**src/core/accel_framer_pkg.sv**
```systemverilog
// Purpose: Shared constants of the accelerometer message framer
// Assumes: 10 MHz reference clock
// Notes:   Range count, field positions, reset values and cycle counts
package accel_framer_pkg;

    // ****************************************************************
    // Clock and timing
    // ****************************************************************
    localparam int unsigned REF_CLK_HZ       = 10000000;
    localparam int unsigned CBIT_SETTLE_MS   = 35;
    localparam int unsigned CBIT_SETTLE_CYC  = CBIT_SETTLE_MS * (REF_CLK_HZ / 1000);
    localparam int unsigned REFRESH_CYC      = 64;

    // ****************************************************************
    // Message layout
    // ****************************************************************
    localparam int unsigned MSG_BYTES        = 6;
    localparam int unsigned MSG_BITS         = MSG_BYTES * 8;
    localparam int unsigned FIFO_DEPTH       = 8;
    localparam int unsigned BYTE_W           = 8;

    // ****************************************************************
    // Command byte fields
    // ****************************************************************
    localparam int unsigned CMD_CBIT_POS     = 6;
    localparam logic [3:0]  CMD_ACC          = 4'h1;
    localparam logic [3:0]  CMD_STAT         = 4'h2;

    // ****************************************************************
    // Status byte fields and payload type codes
    // ****************************************************************
    localparam logic [2:0]  MSG_ACC          = 3'h1;
    localparam logic [2:0]  MSG_STAT         = 3'h2;
    localparam logic [2:0]  MSG_TYPE_RST     = MSG_ACC;
    localparam logic        CBIT_RST         = 1'b0;
    localparam logic        CSUM_ERR_RST     = 1'b0;
    localparam logic [7:0]  PAD_BYTE         = 8'h00;
    localparam logic        DETAIL_BIT0      = 1'b1;

    // ****************************************************************
    // Range variants for the self-test offset
    // ****************************************************************
    localparam int unsigned RANGE_COUNT      = 5;

endpackage

```
**src/core/accel_msg_framer.sv**
```systemverilog
// Purpose: Serial slave framer for the dual-axis acceleration sensor
// Assumes: SPI pins asynchronous to REF_CLK, sensor inputs on REF_CLK
// Notes:   Response bytes are staged in a FIFO ahead of the shifter
//
// What this block does
// RULE_01: Status bits 2:0 give payload type
// RULE_02: Acceleration payload: Y high, Y low, X high, X low
// RULE_03: Status payload: detail, zero, temperature high, low
// RULE_04: Detail bits 7:3 carry self-test checks
// RULE_05: Detail bit 2 flags memory parity failure
// RULE_06: Detail bit 1 flags previous checksum failure
// RULE_07: Checksum is inverted low byte of sum
// RULE_08: Bad-checksum commands are discarded entirely
// RULE_09: Bad checksum flagged in next sent status
// RULE_10: After rejection keep last good payload type
// RULE_11: Payload type resets to acceleration
// RULE_12: Output checksum computed before loading shifter
// RULE_13: Data bytes frozen from checksum until loaded
// RULE_14: Status byte may change after checksum
// RULE_15: Host still reads status on checksum error
// RULE_16: Self-test adds offset to both axes
// RULE_17: Offset magnitude chosen by range variant
// RULE_18: Offset applied within 35 ms
// RULE_19: Host waits 35 ms after self-test off
// RULE_20: Command bits 3:0 select type, bit 6 self-test
// RULE_21: Input is command, four data, checksum
// RULE_22: Slave in clock mode 0
// RULE_23: Two's complement data, high byte first
// RULE_24: One select assertion frames six bytes
`timescale 1ns/1ps
`default_nettype none
module accel_msg_framer #(
    parameter int unsigned            SETTLE_CYCLES = accel_framer_pkg::CBIT_SETTLE_CYC,
    parameter int unsigned            REFRESH       = accel_framer_pkg::REFRESH_CYC,
    parameter logic [4:0][15:0]       CBIT_OFFSET   = {16'h00E6, 16'h0398, 16'h0EA6, 16'h2710, 16'h8E94}
) (
    input  wire logic        REF_CLK,
    input  wire logic        RST_N,
    input  wire logic        CE,
    input  wire logic        SPI_SCLK,
    input  wire logic        SPI_CS_N,
    input  wire logic        SPI_MOSI,
    output logic             SPI_MISO,
    output logic             SPI_MISO_OE,
    input  wire logic [15:0] ACC_Y,
    input  wire logic [15:0] ACC_X,
    input  wire logic [15:0] TEMP,
    input  wire logic [2:0]  RANGE_SEL,
    input  wire logic        SENSOR_FAIL,
    input  wire logic        ACC_Y_FAIL,
    input  wire logic        ACC_X_FAIL,
    input  wire logic        VREF_CAP_FAIL,
    input  wire logic        ACC_CAP_FAIL,
    input  wire logic        OTP_PARITY_FAIL,
    output logic [2:0]       MSG_TYPE,
    output logic             CBIT_EN,
    output logic             CSUM_ERR,
    output logic             CBIT_SETTLING
);
    localparam int unsigned SW = $clog2(SETTLE_CYCLES + 1);
    localparam int unsigned RW = $clog2(REFRESH + 1);

    // ****************************************************************
    // Pin synchronisers with agreement filter
    // ****************************************************************
    logic [2:0] pin_raw;
    logic [2:0] s1;
    logic [2:0] s2;
    logic [2:0] s3;
    logic [2:0] filt;

    assign pin_raw = {SPI_SCLK, SPI_CS_N, SPI_MOSI};

    generate
        for (genvar i = 0; i < 3; i++) begin : g_sync
            always_ff @(posedge REF_CLK) begin
                if (!RST_N) begin
                    s1[i]   <= (i == 1) ? 1'b1 : 1'b0;
                    s2[i]   <= (i == 1) ? 1'b1 : 1'b0;
                    s3[i]   <= (i == 1) ? 1'b1 : 1'b0;
                    filt[i] <= (i == 1) ? 1'b1 : 1'b0;
                end else if (CE) begin
                    s1[i] <= pin_raw[i];
                    s2[i] <= s1[i];
                    s3[i] <= s2[i];
                    if (s2[i] == s3[i]) begin
                        filt[i] <= s3[i];
                    end
                end
            end
        end
    endgenerate

    // ****************************************************************
    // Edge detection
    // ****************************************************************
    logic sclk_q;
    logic cs_n_q;
    logic in_frame;
    logic sclk_rise;
    logic cs_fall;
    logic cs_rise;

    always_ff @(posedge REF_CLK) begin
        if (!RST_N) begin
            sclk_q <= 1'b0;
            cs_n_q <= 1'b1;
        end else if (CE) begin
            sclk_q <= filt[2];
            cs_n_q <= filt[1];
        end
    end

    assign in_frame  = ~filt[1];
    assign sclk_rise = in_frame & filt[2] & ~sclk_q;   // [RULE_22]
    assign cs_fall   = ~filt[1] & cs_n_q;               // [RULE_24]
    assign cs_rise   = filt[1] & ~cs_n_q;               // [RULE_24]

    // ****************************************************************
    // Receive shifter and message store
    // ****************************************************************
    logic [5:0] bit_cnt;
    logic [7:0] rx_sh;
    logic [7:0] rx_msg [accel_framer_pkg::MSG_BYTES];
    logic [7:0] next_rx_byte;

    assign next_rx_byte = {rx_sh[6:0], filt[0]};

    always_ff @(posedge REF_CLK) begin
        if (!RST_N) begin
            bit_cnt <= '0;
            rx_sh   <= '0;
        end else if (CE) begin
            if (cs_fall) begin
                bit_cnt <= '0;
            end else if (sclk_rise) begin
                rx_sh <= next_rx_byte;                  // [RULE_21]
                if (bit_cnt != 6'h3F) begin
                    bit_cnt <= bit_cnt + 6'h01;
                end
            end
        end
    end

    always_ff @(posedge REF_CLK) begin
        if (!RST_N) begin
            for (int k = 0; k < accel_framer_pkg::MSG_BYTES; k++) begin
                rx_msg[k] <= '0;
            end
        end else if (CE && sclk_rise && bit_cnt[2:0] == 3'h7 && bit_cnt < 6'(accel_framer_pkg::MSG_BITS)) begin
            rx_msg[bit_cnt[5:3]] <= next_rx_byte;       // [RULE_21]
        end
    end

    // ****************************************************************
    // Input checksum check and command decode
    // ****************************************************************
    function automatic logic [7:0] csum5(input logic [7:0] b0, input logic [7:0] b1,
                                         input logic [7:0] b2, input logic [7:0] b3,
                                         input logic [7:0] b4);
        logic [10:0] s;
        s = 11'(b0) + 11'(b1) + 11'(b2) + 11'(b3) + 11'(b4);
        return ~s[7:0];
    endfunction

    logic       full_frame;
    logic       rx_ok;
    logic       rx_good;
    logic       rx_bad;
    logic [3:0] cmd_type;

    assign full_frame = cs_rise && bit_cnt == 6'(accel_framer_pkg::MSG_BITS);
    assign rx_ok      = csum5(rx_msg[0], rx_msg[1], rx_msg[2], rx_msg[3], rx_msg[4]) == rx_msg[5]; // [RULE_07]
    assign rx_good    = full_frame & rx_ok;
    assign rx_bad     = full_frame & ~rx_ok;
    assign cmd_type   = rx_msg[0][3:0];

    always_ff @(posedge REF_CLK) begin
        if (!RST_N) begin
            MSG_TYPE <= accel_framer_pkg::MSG_TYPE_RST;        // [RULE_11]
            CBIT_EN  <= accel_framer_pkg::CBIT_RST;
        end else if (CE && rx_good) begin                      // [RULE_08] [RULE_10]
            CBIT_EN <= rx_msg[0][accel_framer_pkg::CMD_CBIT_POS];
            if (cmd_type == accel_framer_pkg::CMD_ACC) begin
                MSG_TYPE <= accel_framer_pkg::MSG_ACC;         // [RULE_01]
            end else if (cmd_type == accel_framer_pkg::CMD_STAT) begin
                MSG_TYPE <= accel_framer_pkg::MSG_STAT;        // [RULE_01]
            end
        end
    end

    always_ff @(posedge REF_CLK) begin
        if (!RST_N) begin
            CSUM_ERR <= accel_framer_pkg::CSUM_ERR_RST;
        end else if (CE && full_frame) begin
            CSUM_ERR <= rx_bad;                                // [RULE_09] [RULE_06]
        end
    end

    // ****************************************************************
    // Self-test settle timer
    // ****************************************************************
    logic [SW-1:0] settle_cnt;
    logic          cbit_q;

    always_ff @(posedge REF_CLK) begin
        if (!RST_N) begin
            settle_cnt <= '0;
            cbit_q     <= accel_framer_pkg::CBIT_RST;
        end else if (CE) begin
            cbit_q <= CBIT_EN;
            if (cbit_q != CBIT_EN) begin
                settle_cnt <= SW'(SETTLE_CYCLES);              // [RULE_18] [RULE_19]
            end else if (settle_cnt != '0) begin
                settle_cnt <= settle_cnt - SW'(1);
            end
        end
    end

    assign CBIT_SETTLING = (settle_cnt != '0);

    // ****************************************************************
    // Payload assembly
    // ****************************************************************
    function automatic logic [15:0] sat_add(input logic [15:0] a, input logic [15:0] b);
        logic signed [17:0] s;
        s = 18'(signed'(a)) + signed'({2'b00, b});
        if (s > 18'sh07FFF) begin
            return 16'h7FFF;
        end else if (s < -18'sh08000) begin
            return 16'h8000;
        end
        return s[15:0];
    endfunction

    logic [15:0] cbit_ofs;
    logic [15:0] acc_y_out;
    logic [15:0] acc_x_out;
    logic [7:0]  status_now;
    logic [7:0]  detail_now;
    logic [31:0] data_now;

    assign cbit_ofs   = (RANGE_SEL < 3'(accel_framer_pkg::RANGE_COUNT)) ? CBIT_OFFSET[RANGE_SEL] : 16'h0000; // [RULE_17]
    assign acc_y_out  = CBIT_EN ? sat_add(ACC_Y, cbit_ofs) : ACC_Y;  // [RULE_16] [RULE_18]
    assign acc_x_out  = CBIT_EN ? sat_add(ACC_X, cbit_ofs) : ACC_X;  // [RULE_16]
    assign status_now = {SENSOR_FAIL, ACC_Y_FAIL, ACC_X_FAIL, CSUM_ERR, CBIT_EN, MSG_TYPE}; // [RULE_01] [RULE_09]
    assign detail_now = {ACC_X_FAIL, ACC_Y_FAIL, VREF_CAP_FAIL, ACC_CAP_FAIL,          // [RULE_04]
                         CBIT_EN, OTP_PARITY_FAIL, CSUM_ERR, accel_framer_pkg::DETAIL_BIT0}; // [RULE_05] [RULE_06]
    assign data_now   = (MSG_TYPE == accel_framer_pkg::MSG_STAT) ?
                        {detail_now, accel_framer_pkg::PAD_BYTE, TEMP} :                // [RULE_03]
                        {acc_y_out, acc_x_out};                                         // [RULE_02] [RULE_23]

    // ****************************************************************
    // Message builder
    // ****************************************************************
    typedef enum logic [2:0] {
        B_IDLE = 3'b001,
        B_CAPT = 3'b010,
        B_PUSH = 3'b100
    } build_state_t;

    build_state_t  state;
    logic [31:0]   data_cap;
    logic [7:0]    csum_cap;
    logic [2:0]    push_idx;
    logic [7:0]    push_byte;
    logic          fifo_in_ready;
    logic          fifo_out_valid;
    logic          fifo_out_ready;
    logic [7:0]    fifo_out_data;
    logic          flushing;
    logic          built;
    logic [RW-1:0] refresh_cnt;

    always_comb begin
        unique case (push_idx)
            3'h0:    push_byte = status_now;            // [RULE_14]
            3'h1:    push_byte = data_cap[31:24];       // [RULE_23]
            3'h2:    push_byte = data_cap[23:16];
            3'h3:    push_byte = data_cap[15:8];
            3'h4:    push_byte = data_cap[7:0];
            default: push_byte = csum_cap;
        endcase
    end

    always_ff @(posedge REF_CLK) begin
        if (!RST_N) begin
            state    <= B_IDLE;
            data_cap <= '0;
            csum_cap <= '0;
            push_idx <= '0;
        end else if (CE) begin
            unique case (state)
                B_IDLE: begin
                    if (!built && !flushing && !in_frame && !fifo_out_valid) begin
                        state <= B_CAPT;
                    end
                end
                B_CAPT: begin
                    data_cap <= data_now;               // [RULE_13]
                    csum_cap <= csum5(status_now, data_now[31:24], data_now[23:16],
                                      data_now[15:8], data_now[7:0]); // [RULE_12] [RULE_07]
                    push_idx <= '0;
                    state    <= B_PUSH;
                end
                B_PUSH: begin
                    if (fifo_in_ready) begin
                        push_idx <= push_idx + 3'h1;
                        if (push_idx == 3'(accel_framer_pkg::MSG_BYTES - 1)) begin
                            state <= B_IDLE;
                        end
                    end
                end
            endcase
        end
    end

    always_ff @(posedge REF_CLK) begin
        if (!RST_N) begin
            built       <= 1'b0;
            flushing    <= 1'b0;
            refresh_cnt <= '0;
        end else if (CE) begin
            if (state == B_PUSH && fifo_in_ready && push_idx == 3'(accel_framer_pkg::MSG_BYTES - 1)) begin
                built       <= 1'b1;
                refresh_cnt <= RW'(REFRESH);
            end else if (cs_rise || (built && !in_frame && refresh_cnt == '0)) begin
                built    <= 1'b0;
                flushing <= 1'b1;
            end else if (flushing && !fifo_out_valid) begin
                flushing <= 1'b0;
            end
            if (built && !in_frame && refresh_cnt != '0) begin
                refresh_cnt <= refresh_cnt - RW'(1);
            end
        end
    end

    // ****************************************************************
    // Outgoing byte FIFO
    // ****************************************************************
    logic tx_load;

    msg_fifo #(
        .WIDTH (accel_framer_pkg::BYTE_W),
        .DEPTH (accel_framer_pkg::FIFO_DEPTH)
    ) u_fifo (
        .clk       (REF_CLK),
        .rst_n     (RST_N),
        .ce        (CE),
        .in_valid  (state == B_PUSH),
        .in_ready  (fifo_in_ready),
        .in_data   (push_byte),
        .out_valid (fifo_out_valid),
        .out_ready (fifo_out_ready),
        .out_data  (fifo_out_data)
    );

    assign tx_load        = cs_fall | (sclk_rise & bit_cnt[2:0] == 3'h7
                                       & bit_cnt < 6'(accel_framer_pkg::MSG_BITS - 1)); // [RULE_24]
    assign fifo_out_ready = tx_load | flushing;

    // ****************************************************************
    // Transmit shifter
    // ****************************************************************
    logic [7:0] tx_sh;

    always_ff @(posedge REF_CLK) begin
        if (!RST_N) begin
            tx_sh <= '0;
        end else if (CE) begin
            if (tx_load) begin
                tx_sh <= fifo_out_valid ? fifo_out_data : 8'h00; // [RULE_12]
            end else if (sclk_rise) begin
                tx_sh <= {tx_sh[6:0], 1'b0};            // [RULE_22] [RULE_23]
            end
        end
    end

    assign SPI_MISO    = tx_sh[7];
    assign SPI_MISO_OE = in_frame;
endmodule
`default_nettype wire

```
**src/core/msg_fifo.sv**
```systemverilog
// Purpose: Small synchronous FIFO holding outgoing message bytes
// Assumes: Single clock, synchronous active-low reset
// Notes:   Read data come from the registered storage array
`timescale 1ns/1ps
`default_nettype none
module msg_fifo #(
    parameter int unsigned WIDTH = 8,
    parameter int unsigned DEPTH = 8
) (
    input  wire logic             clk,
    input  wire logic             rst_n,
    input  wire logic             ce,
    input  wire logic             in_valid,
    output logic                  in_ready,
    input  wire logic [WIDTH-1:0] in_data,
    output logic                  out_valid,
    input  wire logic             out_ready,
    output logic      [WIDTH-1:0] out_data
);
    localparam int unsigned AW = $clog2(DEPTH);

    // ****************************************************************
    // Storage and pointers
    // ****************************************************************
    logic [WIDTH-1:0] mem [DEPTH];
    logic [AW-1:0]    wr_ptr;
    logic [AW-1:0]    rd_ptr;
    logic [AW:0]      count;
    logic             push;
    logic             pop;

    assign in_ready  = (count != (AW+1)'(DEPTH));
    assign out_valid = (count != '0);
    assign push      = in_valid & in_ready;
    assign pop       = out_valid & out_ready;
    assign out_data  = mem[rd_ptr];

    always_ff @(posedge clk) begin
        if (ce && push) begin
            mem[wr_ptr] <= in_data;
        end
    end

    always_ff @(posedge clk) begin
        if (!rst_n) begin
            wr_ptr <= '0;
            rd_ptr <= '0;
            count  <= '0;
        end else if (ce) begin
            if (push) begin
                wr_ptr <= (wr_ptr == AW'(DEPTH - 1)) ? '0 : wr_ptr + AW'(1);
            end
            if (pop) begin
                rd_ptr <= (rd_ptr == AW'(DEPTH - 1)) ? '0 : rd_ptr + AW'(1);
            end
            count <= count + (AW+1)'(push) - (AW+1)'(pop);
        end
    end

endmodule
`default_nettype wire

```
**config.mk**
```make
export PLATFORM = sky130hd
export DESIGN_NAME = accel_msg_framer
export DESIGN_NICKNAME = d
export VERILOG_FILES = /design/src/core/accel_framer_pkg.sv /design/src/core/accel_msg_framer.sv /design/src/core/msg_fifo.sv
export SDC_FILE = /design/constraint.sdc
export NUM_CORES = 1
export LEC_CHECK = 0
export BUFFER_PORTS_ARGS = -buffer_cell sky130_fd_sc_hd__buf_2
export CAP_MARGIN = 25
export CORE_AREA = 2 2 174 176
export CTS_CLUSTER_SIZE = 10
export DETAILED_ROUTE_END_ITERATION = 8
export DIE_AREA = 0 0 176 178
export PLACE_DENSITY = 0.66
export SLEW_MARGIN = 10
export SYNTH_ARGS = -nofsm -noshare
export SYNTH_HDL_FRONTEND = slang
export SYNTH_HIERARCHICAL = 1
export SYNTH_SLANG_ARGS = --single-unit
```
**constraint.sdc**
```tcl
create_clock -name REF_CLK -period 12.7 [get_ports REF_CLK]
set_input_delay 2.54 -clock REF_CLK [delete_from_list [all_inputs] [get_ports REF_CLK]]
set_output_delay 2.54 -clock REF_CLK [all_outputs]
set_load 0.01 [all_outputs]
```
Word-level counts from Yosys, hierarchy flattened
Memory sizes are Yosys's and may differ from the RTL's. A register that Yosys moved wholly into a read port is not among the register bits.
Index checks and enable logic that the tools add are counted.
- add/subtract/negate cells: 18
- multiply operators: 0
- divide/modulo/power cells: 0
- magnitude comparators: 8
- equal/unequal tests: 25
- shift operators: 0
- mux-type cells: 51
- bitwise gates (word level): 20
- reduce and logical (&&, ||, !) cells: 51
- operator list (kind ; number):
    $mux 16 ; 10
    $add 8x8->8 ; 8
    $pmux 8 s5 ; 1
    $mux 19 ; 2
    $add 16x17->18 ; 2
    $gt 18x16->1 const B ; 2
    $lt 18x16->1 const B ; 2
    $mux 3 ; 11
    $mux 32 ; 1
    $mux 8 ; 4
    $reduce_and 2->1 ; 11
    $reduce_bool 19->1 ; 1
    $sub 19x1->19 const B ; 1
    $eq 3x3->1 const B ; 6
    $mux 6 ; 3
    $reduce_bool 2->1 ; 9
    $logic_and 1x1->1 ; 16
    $not 8->8 ; 2
    $mux 1 ; 15
    $mux 7 ; 2
    $eq 3x2->1 const B ; 4
    $lt 6x6->1 const B ; 2
    $reduce_and 3->1 ; 4
    $and 1x1->1 ; 10
    other kinds (29) ; 44
- register bits after elaboration: 125
- bits in latches: 0
- bits in writable memories: 112
- bits in read-only memories: 128
- output and inout bits: 8
- memories kept: 3
- memories (memory ; words ; bits a word ; rd ports ; clocked after memory_dff ; wr ports ; line ; source):
    (no name shown) ; 8 ; 16 ; 1 ; 0 ; 0 ; accel_msg_framer.sv:243 ; assign cbit_ofs = (RANGE_SEL < 3'(accel_framer_pkg::RANGE_COUNT)) ? CBIT_OFFSET[RANGE_SEL] : 16'h0000;
    u_fifo.mem ; 8 ; 8 ; 1 ; 1 ; 1 ; msg_fifo.sv:25 ; logic [WIDTH-1:0] mem [DEPTH];
    rx_msg ; 6 ; 8 ; 6 ; 0 ; 6 ; accel_msg_framer.sv:124 ; logic [7:0] rx_msg [accel_framer_pkg::MSG_BYTES];

Depth between registers and ports, before layout
Gate-level depths: netlist of the first run.
- word-level depth: 15
- depth in mapped cells: 37
- gate-level depth less buffers: 33

Hierarchy
The synthesis of the first run kept the hierarchy.
- by module, submodules not included (module ; instances ; cells an instance ; area each (sq um) ; seq. area each (sq um)):
    accel_msg_framer ; 1 ; 1288 ; 11020.6 ; 3723.6
    msg_fifo ; 1 ; 176 ; 3223.1 ; 2182.1

Least setup slack after synthesis of the first run
Ideal clock, no wire load.
- path kind: in2reg
- from: in RANGE_SEL[2]
- to: reg csum_cap[7]
- setup time: 132 ps
- data arrival time: 10246 ps
- data required time: 12568 ps
- setup slack: 2321 ps
- stages: 35
- buffers on the path: 4
- path through: buf_2 buf_1 buf_1 xnor2_1 nor2_1 ha_1 fa_1 a21oi_1 nor4b_1 o2111ai_1 a211oi_1 o21ai_0 o2bb2ai_1 clkbuf_1 nor2_1 o221ai_1 o21a_1 fa_1 inv_1 fa_1 fa_1 inv_1 ha_1 fa_1 a21o_1 a21oi_1 o21bai_1 a21oi_1 xnor2_1 and3_1 or3_1 a211o_1 and3_1 o21ai_0 a21oi_1
- elaborated cells between the ends (all ways): 26
- classes of those cells: add/sub: 6; order compare: 5; mux: 13; bitwise: 1; memory: 1
- RTL lines (element ; line ; source):
    start, declared ; accel_msg_framer.sv:48 ; input wire logic [2:0] RANGE_SEL,
    $mem_v2 8x16 ; -- ;
    $mux 16 (not written as such) ; accel_msg_framer.sv:243 ;
    $mux 16 * ; accel_msg_framer.sv:243 ;
    $add 16x17->18 * ; accel_msg_framer.sv:227 ; s = 18'(signed'(a)) + signed'({2'b00, b});
    $lt 18x16->1 ; accel_msg_framer.sv:230 ; end else if (s < -18'sh08000) begin
    $mux 1 ; accel_msg_framer.sv:230 ;
    $mux 1 ; accel_msg_framer.sv:228 ; if (s > 18'sh07FFF) begin
    $mux 16 * ; accel_msg_framer.sv:233 ; return s[15:0];
    $mux 16 * ; accel_msg_framer.sv:245 ; assign acc_x_out = CBIT_EN ? sat_add(ACC_X, cbit_ofs) : ACC_X;
    $mux 32 * ; accel_msg_framer.sv:249 ; assign data_now = (MSG_TYPE == accel_framer_pkg::MSG_STAT) ?
    named net data_now[1] ; accel_msg_framer.sv:241 ; logic [31:0] data_now;
    $add 8x8->8 * ; accel_msg_framer.sv:162 ; s = 11'(b0) + 11'(b1) + 11'(b2) + 11'(b3) + 11'(b4);
    $not 8->8 * ; accel_msg_framer.sv:163 ; return ~s[7:0];
    end signal, assigned ; accel_msg_framer.sv:301 ; csum_cap <= csum5(status_now, data_now[31:24], data_now[23:16],
    end, declared ; accel_msg_framer.sv:264 ; logic [7:0] csum_cap;
The timed path passes the listed nets; every way through them passes the cells marked *. The select of a mux whose other input is x is not followed.
A chain may end at the register's enable or synchronous reset.

Worst setup path in the final report of the first run
- from: in RANGE_SEL[2]
- to: reg csum_cap[7]
- elaborated cells between the ends (all ways): 26
- classes of those cells: add/sub: 6; order compare: 5; mux: 13; bitwise: 1; memory: 1
- RTL lines (element ; line):
    $mem_v2 8x16 ; --
    $mux 16 (not written as such) ; accel_msg_framer.sv:243
    $mux 16 * ; accel_msg_framer.sv:243
    $add 16x17->18 * ; accel_msg_framer.sv:227
    $lt 18x16->1 ; accel_msg_framer.sv:230
    $mux 1 ; accel_msg_framer.sv:230
    $mux 1 ; accel_msg_framer.sv:228
    $mux 16 * ; accel_msg_framer.sv:233
    $mux 16 * ; accel_msg_framer.sv:245
    $mux 32 * ; accel_msg_framer.sv:249
    named net data_now[9] ; accel_msg_framer.sv:241
    $add 8x8->8 * (2 in a row) ; accel_msg_framer.sv:162
    $not 8->8 * ; accel_msg_framer.sv:163
Marked as above.

==> summary.md, run 1 <==
| Metric | Value |
|---|---|
| Outcome | `complete, no violations` |
| Min Hold Slack | `~0.45 ns` |
| Worst Setup End Kind | `register` |
| Post-synth EDFFs | `112` |
| Clock transition at the registers of the reported paths | `around 0.05 ns` |
| Setup violations, final | `0` |
| Via count | `approximately 11000` |
| #FFs+latches synth | `roughly 240` |
| IO Port Bufs | `69` |
| Tmin final | `around 10 ns` |
| Synth async-reset ratio | `0` |
| Final Hold Vio Count | `0` |
| CTS tree | `done` |
| Top FF cell, synth | `dfxtp_1` |
| Post-CTS Setup Bufs | `0` |
| Syn-to-layout area delta | `10.54%` |
| Die Ht | `about 180 um` |
| Clk root buf | `clkbuf_16` |
| Crit path launch type | `primary input` |
| GPL Wtd Cong | `0.9386` |
| Slowest Stage Delay on Critical Path | `around 0.72 ns` |
| Place WS | `1.874 ns` |
| Full die area | `0.03133 sq mm` |
| ANT cells | `0` |
| Post-synthesis sequential area ratio | `0.4146` |
| Max Slew Vio Count | `0` |
| Share of layout cells above drive strength 1 | `0.1030` |
| Storage cell area | `approximately 0.0059 sq mm` |
| Fmax | `between 0.09 and 0.1 GHz` |
| Clock Path Buffers | `3` |
| First-pass GRT wire length | `between 50000 and 60000 um` |
| Initial antenna violation count | `2` |
| Starting density of the core | `0.4844` |
| Post-synth cell types | `86` |
| RSZ-0062 raised after global routing | `no` |
| CTS Hold Buffers Added | `0` |
| Fin nets | `1669` |
| Total Routing Usage GR | `0.2232` |
| WL/cell | `approximately 18 um` |
| HPWL after DPL | `25590 um` |
| Commonest non-fill, non-tap cell in the layout | `nor2_1` |
| Final ANT Viol Nets | `0` |
| Filler cell count | `2670` |
| TritonCTS Buffers | `28` |
| CP Max Fanout | `32` |
| Worst hold path type | `reg2reg` |
| Largest net degree at the start of global routing | `a little over 80` |
| Ys Warns | `6` |
| TNS Setup | `0 ns` |
| Post-route clock period utilization | `0.8167` |
| Worst EP arrival | `about 11 ns` |
| Leak | `slightly above 6 nW` |
| Setup CP Type | `in2reg` |
| Commonest cells after routing, fill and taps aside | `nor2_1 (177), dfxtp_1 (126), nand2_1 (126)` |
| Core area | `just under 0.03 sq mm` |
| Relative slew slack | `0.3202` |
| Pwr Density | `134.6 mW/mm^2` |
| PnR worst setup slack | `2.328 ns` |
| Syn Inst Count | `approximately 1500` |
| Area contributors post-synth | `edfxtp_1 (24%), dfxtp_1 (18%), fa_1 (5.9%)` |
| Post-synth top area cell | `edfxtp_1` |
| Slew of the pin with the lowest slew margin | `1.013 ns` |
| IO Pins | `slightly above 70` |
| Clk_skew | `0.009787 ns` |
| Cell family with most CP delay | `compound AO/OA/AOI/OAI gates` |
| DRC | `0` |
| DRT Pass-1 Iters | `6` |
| Max-Cap Viols | `0` |
| VDD IR max | `about 0.099 mV` |
| Initial DRC Count | `just under 1000` |
| Num rows | `63` |
| Cell area after synthesis | `between 0.01 and 0.015 sq mm` |
| Clock Latency Late Sink | `between 0.5 and 0.6 ns` |
| Routed WL | `between 30000 and 40000 um` |
| Vias per cell | `around 5.8` |
| Clock sink count | `about 240` |
| Share of the synthesized area in the top cell type | `0.2361` |
| Most common cell on crit path | `a21oi_1` |
| Die X | `about 180 um` |
| Resize count post-CTS | `0` |
| Worst Path Required | `13.07 ns` |
| # H-tree levels | `1` |
| Number of global-route vias before repair | `between 10000 and 15000` |
| Pwr Total | `about 2.1 mW` |
| Syn_nets | `1627` |
| Grt ovf | `0` |
| Syn Area/Cell | `9.729 sq um` |
| Worst path bufs/invs | `4` |
| Critical Path Slowest Stage Cell | `nor4b_1` |
| Multi-input logic area | `0.007737 sq mm` |
==> worst paths after layout <==
kind	depth (start not counted)	end	start	slack, ns
max	33	csum_cap[7]	RANGE_SEL[2]	2.33
min	2	data_cap[10]	data_cap[10]	0.45
max reg2reg	22	csum_cap[7]	MSG_TYPE[0]	6.44
min reg2reg	2	data_cap[10]	data_cap[10]	0.45
==> cells by family (layout without fill, tap and decap cells) <==
| logic type | Yosys count | in the layout | synth area share |
|---|---|---|---|
| simple gates | 476 | 476 | 0.1575 |
| compound gates | 369 | 369 | 0.1746 |
| flops | 239 | 239 | 0.4146 |
| buf+inv | 154 | 214 | 0.04278 |
| fa+ha+maj | 106 | 106 | 0.1142 |
| xor+xnor | 74 | 74 | 0.04550 |
| mux | 45 | 45 | 0.05051 |
| other cells | 1 | 1 | 0.0002633 |
==> metal layers <==
metal	share of wire	routed length, um	GRT usage
met2	0.45	15830	0.3586
met4	0.021	716	0.05647
met3	0.064	2229	0.03346
met1	0.46	16090	0.3181
met5	0.00037	13	0
==> power breakdown <==
group,internal [mW],total (mW),switching [mW]
clock network,0.450,0.743,0.293
logic,0.237,0.516,0.280
registers,0.835,0.860,0.0247
==> per-stage QoR <==
stage            util  instances  cell area [sq um]
2_1_floorplan       -       1464              14240
3_3_place_gp   0.5061       1862              14880
3_5_place_dp   0.5068       1866              14900
4_1_cts        0.5355       1914              15750
5_1_grt        0.5355       1914              15750
6_report       0.5355       1914              15750
==> synthesized netlist by cell type, types with 6 or more instances <==
| library cell | number |
|---|---|
| and2_1 | 7 |
| o21a_1 | 21 |
| clkbuf_1 | 60 |
| nand3_1 | 23 |
| inv_1 | 77 |
| a21o_1 | 23 |
| nor2_1 | 177 |
| o21bai_1 | 9 |
| fa_1 | 42 |
| o21ai_0 | 62 |
| o211a_1 | 8 |
| nand3b_1 | 6 |
| o211ai_1 | 17 |
| edfxtp_1 | 112 |
| nor3_1 | 30 |
| mux4_1 | 15 |
| nand2b_1 | 12 |
| a222oi_1 | 14 |
| o2bb2ai_1 | 6 |
| nor3b_1 | 7 |
| a21boi_0 | 8 |
| dfxtp_1 | 127 |
| a31oi_1 | 13 |
| xnor2_1 | 57 |
| buf_1 | 9 |
| nor4_1 | 15 |
| a211oi_1 | 18 |
| nand4_1 | 14 |
| a21oi_1 | 103 |
| o31ai_1 | 9 |
| a22oi_1 | 14 |
| nor2b_1 | 9 |
| nand2_1 | 126 |
| or3_1 | 9 |
| and3_1 | 9 |
| xor2_1 | 17 |
| ha_1 | 58 |
| mux2_2 | 10 |
| mux2i_1 | 19 |
| maj3_1 | 6 |
==> cell type report <==
class                      count  area share
sequential                   239      0.3752
clock buffer                  47     0.05165
tap                          390     0.03099
multi-input combinational   1071      0.4914
clock inverter                 1    0.001907
timing repair buffer          87     0.03004
inverter                      79     0.01883
==> sequential cells by signal, summed over array words and instances (netlist names), 4 cells and up, named ones only <==
signal,count
bit_cnt,6
settle_cnt,19
data_cap,32
rx_msg,48
tx_sh,8
csum_cap,8
u_fifo/mem,64
u_fifo/count,4
refresh_cnt,7
rx_sh,7
==> worst reg2reg max path: cells and delay by family, from the launching register on <==
family,cells,cell delay (ns)
flops,1,0.59
compound gates,10,1.75
xor+xnor,1,0.15
fa+ha+maj,5,2.08
simple gates,3,1.28
buf+inv,3,0.24
Note: power is estimated with default switching activity, not from simulation.
==> run 2, diff against run 1 <==
--- a/config.mk
+++ b/config.mk
@@ -11,7 +11,7 @@
 export CTS_CLUSTER_SIZE = 10
 export DETAILED_ROUTE_END_ITERATION = 8
 export DIE_AREA = 0 0 176 178
-export PLACE_DENSITY = 0.66
+export PLACE_DENSITY = 0.69
 export SLEW_MARGIN = 10
 export SYNTH_ARGS = -nofsm -noshare
 export SYNTH_HDL_FRONTEND = slang
==> constraint.sdc (replaced) <==
create_clock -name REF_CLK -period 8.7 [get_ports REF_CLK]
set_input_delay 1.74 -clock REF_CLK [delete_from_list [all_inputs] [get_ports REF_CLK]]
set_output_delay 1.74 -clock REF_CLK [all_outputs]
set_load 0.01 [all_outputs]
==> run 2 against run 1 <==
Net effect: total power is 48% higher; register-to-register slack lost 3.9 ns; combinational power increased by 61%; clock skew is 0.014 ns higher; clock-buffer cell count is 1 lower; sequential share of layout area is 1.5 points lower; die area unchanged; global-route usage grew 0.44 points.
==> summary.md, run 2 (same netlist as run 1, synthesis figures left out) <==
| Metric | Value |
|---|---|
| Outcome | `complete, no violations` |
| Syn-to-layout area delta | `15.14%` |
| Met3 routed WL | `2213 um (-0.72%)` |
| Wl on met1 | `15990 um (-0.60%)` |
| Post-route clock period utilization | `0.9553` |
| Max FFs per register | `64 (unchanged)` |
| Cell family with most CP delay | `compound AO/OA/AOI/OAI gates` |
| Final ANT Viol Nets | `0 (unchanged)` |
| Slew of the pin with the lowest slew margin | `0.9663 ns (-0.04651 ns)` |
| Leak | `6.472 nW (+6.1%)` |
| Crit path launch type | `primary input` |
| Initial DRC Count | `890 (-8.3%)` |
| Worst Setup End Kind | `register` |
| Pwr Density | `191.2 mW/mm^2 (+42%)` |
| Vias per cell | `5.756 (-1.1%)` |
| Max-Cap Viols | `0 (unchanged)` |
| Starting density of the core | `0.4844 (unchanged)` |
| Hold Path Stages | `2 (unchanged)` |
| Min-Delay Endpoint | `rx_sh[6]` |
| Via count | `11448 (+2.7%)` |
| VDD IR max | `0.1395 mV (+40%)` |
| Worst EP arrival | `8.67 ns (-2.08 ns)` |
| Setup violations, final | `0 (unchanged)` |
| Worst path bufs/invs | `4 (unchanged)` |
| Top sig layer | `met4` |
| Tmin final | `between 8 and 9 ns` |
| GPL Wtd Cong | `0.9876 (+5.2%)` |
| Critical Path Slowest Stage Cell | `fa_1` |
| Hold path start | `rx_sh[6]` |
| CP Max Fanout | `5 (-84%)` |
| Initial antenna violation count | `1 (-1)` |
| Worst hold path type | `reg2reg` |
| Clock Path Buffers | `3 (unchanged)` |
| Clk root buf | `clkbuf_16` |
| CTS Hold Buffers Added | `0 (unchanged)` |
| Clock sink count | `239 (unchanged)` |
| Worst reg2reg startpoint | `MSG_TYPE[1]` |
| Fin nets | `1744 (+4.5%)` |
| # H-tree levels | `1 (unchanged)` |
| Met2 Wirelength | `16510 um (+4.3%)` |
| Clk_skew | `0.02372 ns (+0.01393 ns)` |
| DRT Pass-1 Iters | `5 (-1)` |
| Filler cell count | `2584 (-3.2%)` |
| Most common cell on crit path | `a21oi_1` |
| Die Ht | `178 um (unchanged)` |
| HPWL after DPL | `26480 um (+3.5%)` |
| Slowest Stage Delay on Critical Path | `0.52 ns (-0.20 ns)` |
| TNS Setup | `0 ns (unchanged)` |
| Full die area | `0.03133 sq mm (unchanged)` |
| IO Pins | `71 (unchanged)` |
| Clock Latency Late Sink | `0.53 ns (about the same)` |
| Worst Path Required | `9.06 ns (-4.01 ns)` |
| Number of global-route vias before repair | `10895 (+4.3%)` |
| First-pass GRT wire length | `57100 um (+2.5%)` |
| Fmax | `0.1203 GHz` |
| Reg2Reg Depth | `20 (-9.1%)` |
| TritonCTS Buffers | `28 (unchanged)` |
| Num rows | `63 (unchanged)` |
| Final Core Density | `0.5578 (+0.02226)` |
| Finished Cell Area | `0.01640 sq mm (+4.2%)` |
| Area after DPL | `0.01554 sq mm (+4.3%)` |
| Max Slew Vio Count | `0 (unchanged)` |
| WL/cell | `17.90 um (-1.8%)` |
| DRC | `0 (unchanged)` |
| Core area | `0.02940 sq mm (unchanged)` |
| Share of layout cells above drive strength 1 | `0.1583 (+0.05530)` |
| Top reg by flops | `u_fifo/mem` |
| Worst R2R Setup Slack | `2.56 ns (-3.88 ns)` |
| Top Registers | `u_fifo/mem x64, rx_msg x48, data_cap x32` |
| Relative slew slack | `0.3498 (+0.02960)` |
| Commonest cells after routing, fill and taps aside | `nor2_1 (176), dfxtp_1 (126), nand2_1 (126)` |
| Final Hold Vio Count | `0 (unchanged)` |
| IO Port Bufs | `69 (unchanged)` |
| CTS tree | `done` |
| Largest net degree at the start of global routing | `82 (+1.2%)` |
| Clock transition at the registers of the reported paths | `0.05 ns (about the same)` |
| R2R Path End | `csum_cap[7]` |
| Setup CP Type | `in2reg` |
| Total Routing Usage GR | `0.2276 (+0.004385)` |
| Grt ovf | `0 (unchanged)` |
| Routed WL | `35600 um (+2.1%)` |
| Die X | `176 um (unchanged)` |
| Commonest non-fill, non-tap cell in the layout | `nor2_1` |
## run 2: what timing repair did
| item | 4_1_cts | 5_1_grt |
|---|---|---|
| endpoints found under the setup margin | 0 | 1 |
| setup buffers | 0 | 1 |
| gates resized for setup | 0 | 5 |
## run 2: through the flow
| step | setup slack, ns | instances | hold WS (ns) | power, mW |
|---|---|---|---|---|
| 3_5_place_dp | -0.1518 | 1940 | 0.4468 | 2.100 |
| 3_3_place_gp | -0.01427 | 1939 | 0.4407 | 2.078 |
| 4_1_cts | 0.3773 | 1987 | 0.4538 | 3.151 |
| 2_1_floorplan | 0.01151 | 1464 | 0.4321 | 1.880 |
| 5_1_grt | -0.01233 | 1988 | 0.4782 | 3.296 |
| 6_report | 0.3889 | 1989 | 0.4517 | 3.135 |
## run 2: final cells by class
cell class                 instances  area, sq um  share of cell area
multi-input combinational       1071         7846              0.4784
sequential                       239         5907              0.3602
timing repair buffer             162         1041             0.06348
clock buffer                      46        809.5             0.04936
tap                              390        488.0             0.02976
inverter                          79        296.5             0.01808
clock inverter                     1        8.758           0.0005341
antenna                            1        2.502           0.0001526
## run 2: layer usage
layer,GRT usage,vias to the layer above
met2,0.3719,343
met3,0.02899,63
li1,-,5554
met1,0.3205,5488
met5,0,-
met4,0.06233,0
## run 2: worst max path at each step
stage	from	end	slack, ns	cells after the start
4_1_cts	RANGE_SEL[2]	csum_cap[7]	0.38	33
3_3_place_gp	RANGE_SEL[1]	csum_cap[7]	-0.01	33
6_report	RANGE_SEL[1]	csum_cap[7]	0.39	31
2_1_floorplan	RANGE_SEL[2]	csum_cap[7]	0.01	36
5_1_grt	RANGE_SEL[2]	csum_cap[7]	-0.01	33
3_5_place_dp	RANGE_SEL[2]	csum_cap[7]	-0.15	33
## run 2: where the power goes
| group | switching, mW | internal (mW) |
|---|---|---|
| clock | 0.425 | 0.626 |
| sequential | 0.0359 | 1.22 |
| combinational | 0.437 | 0.391 |
## run 2: worst min-delay path, cell delays in order, from the launching register on
cell,delay (ns)
dfxtp_1,0.30
nand2_1,0.05
a21oi_1,0.05
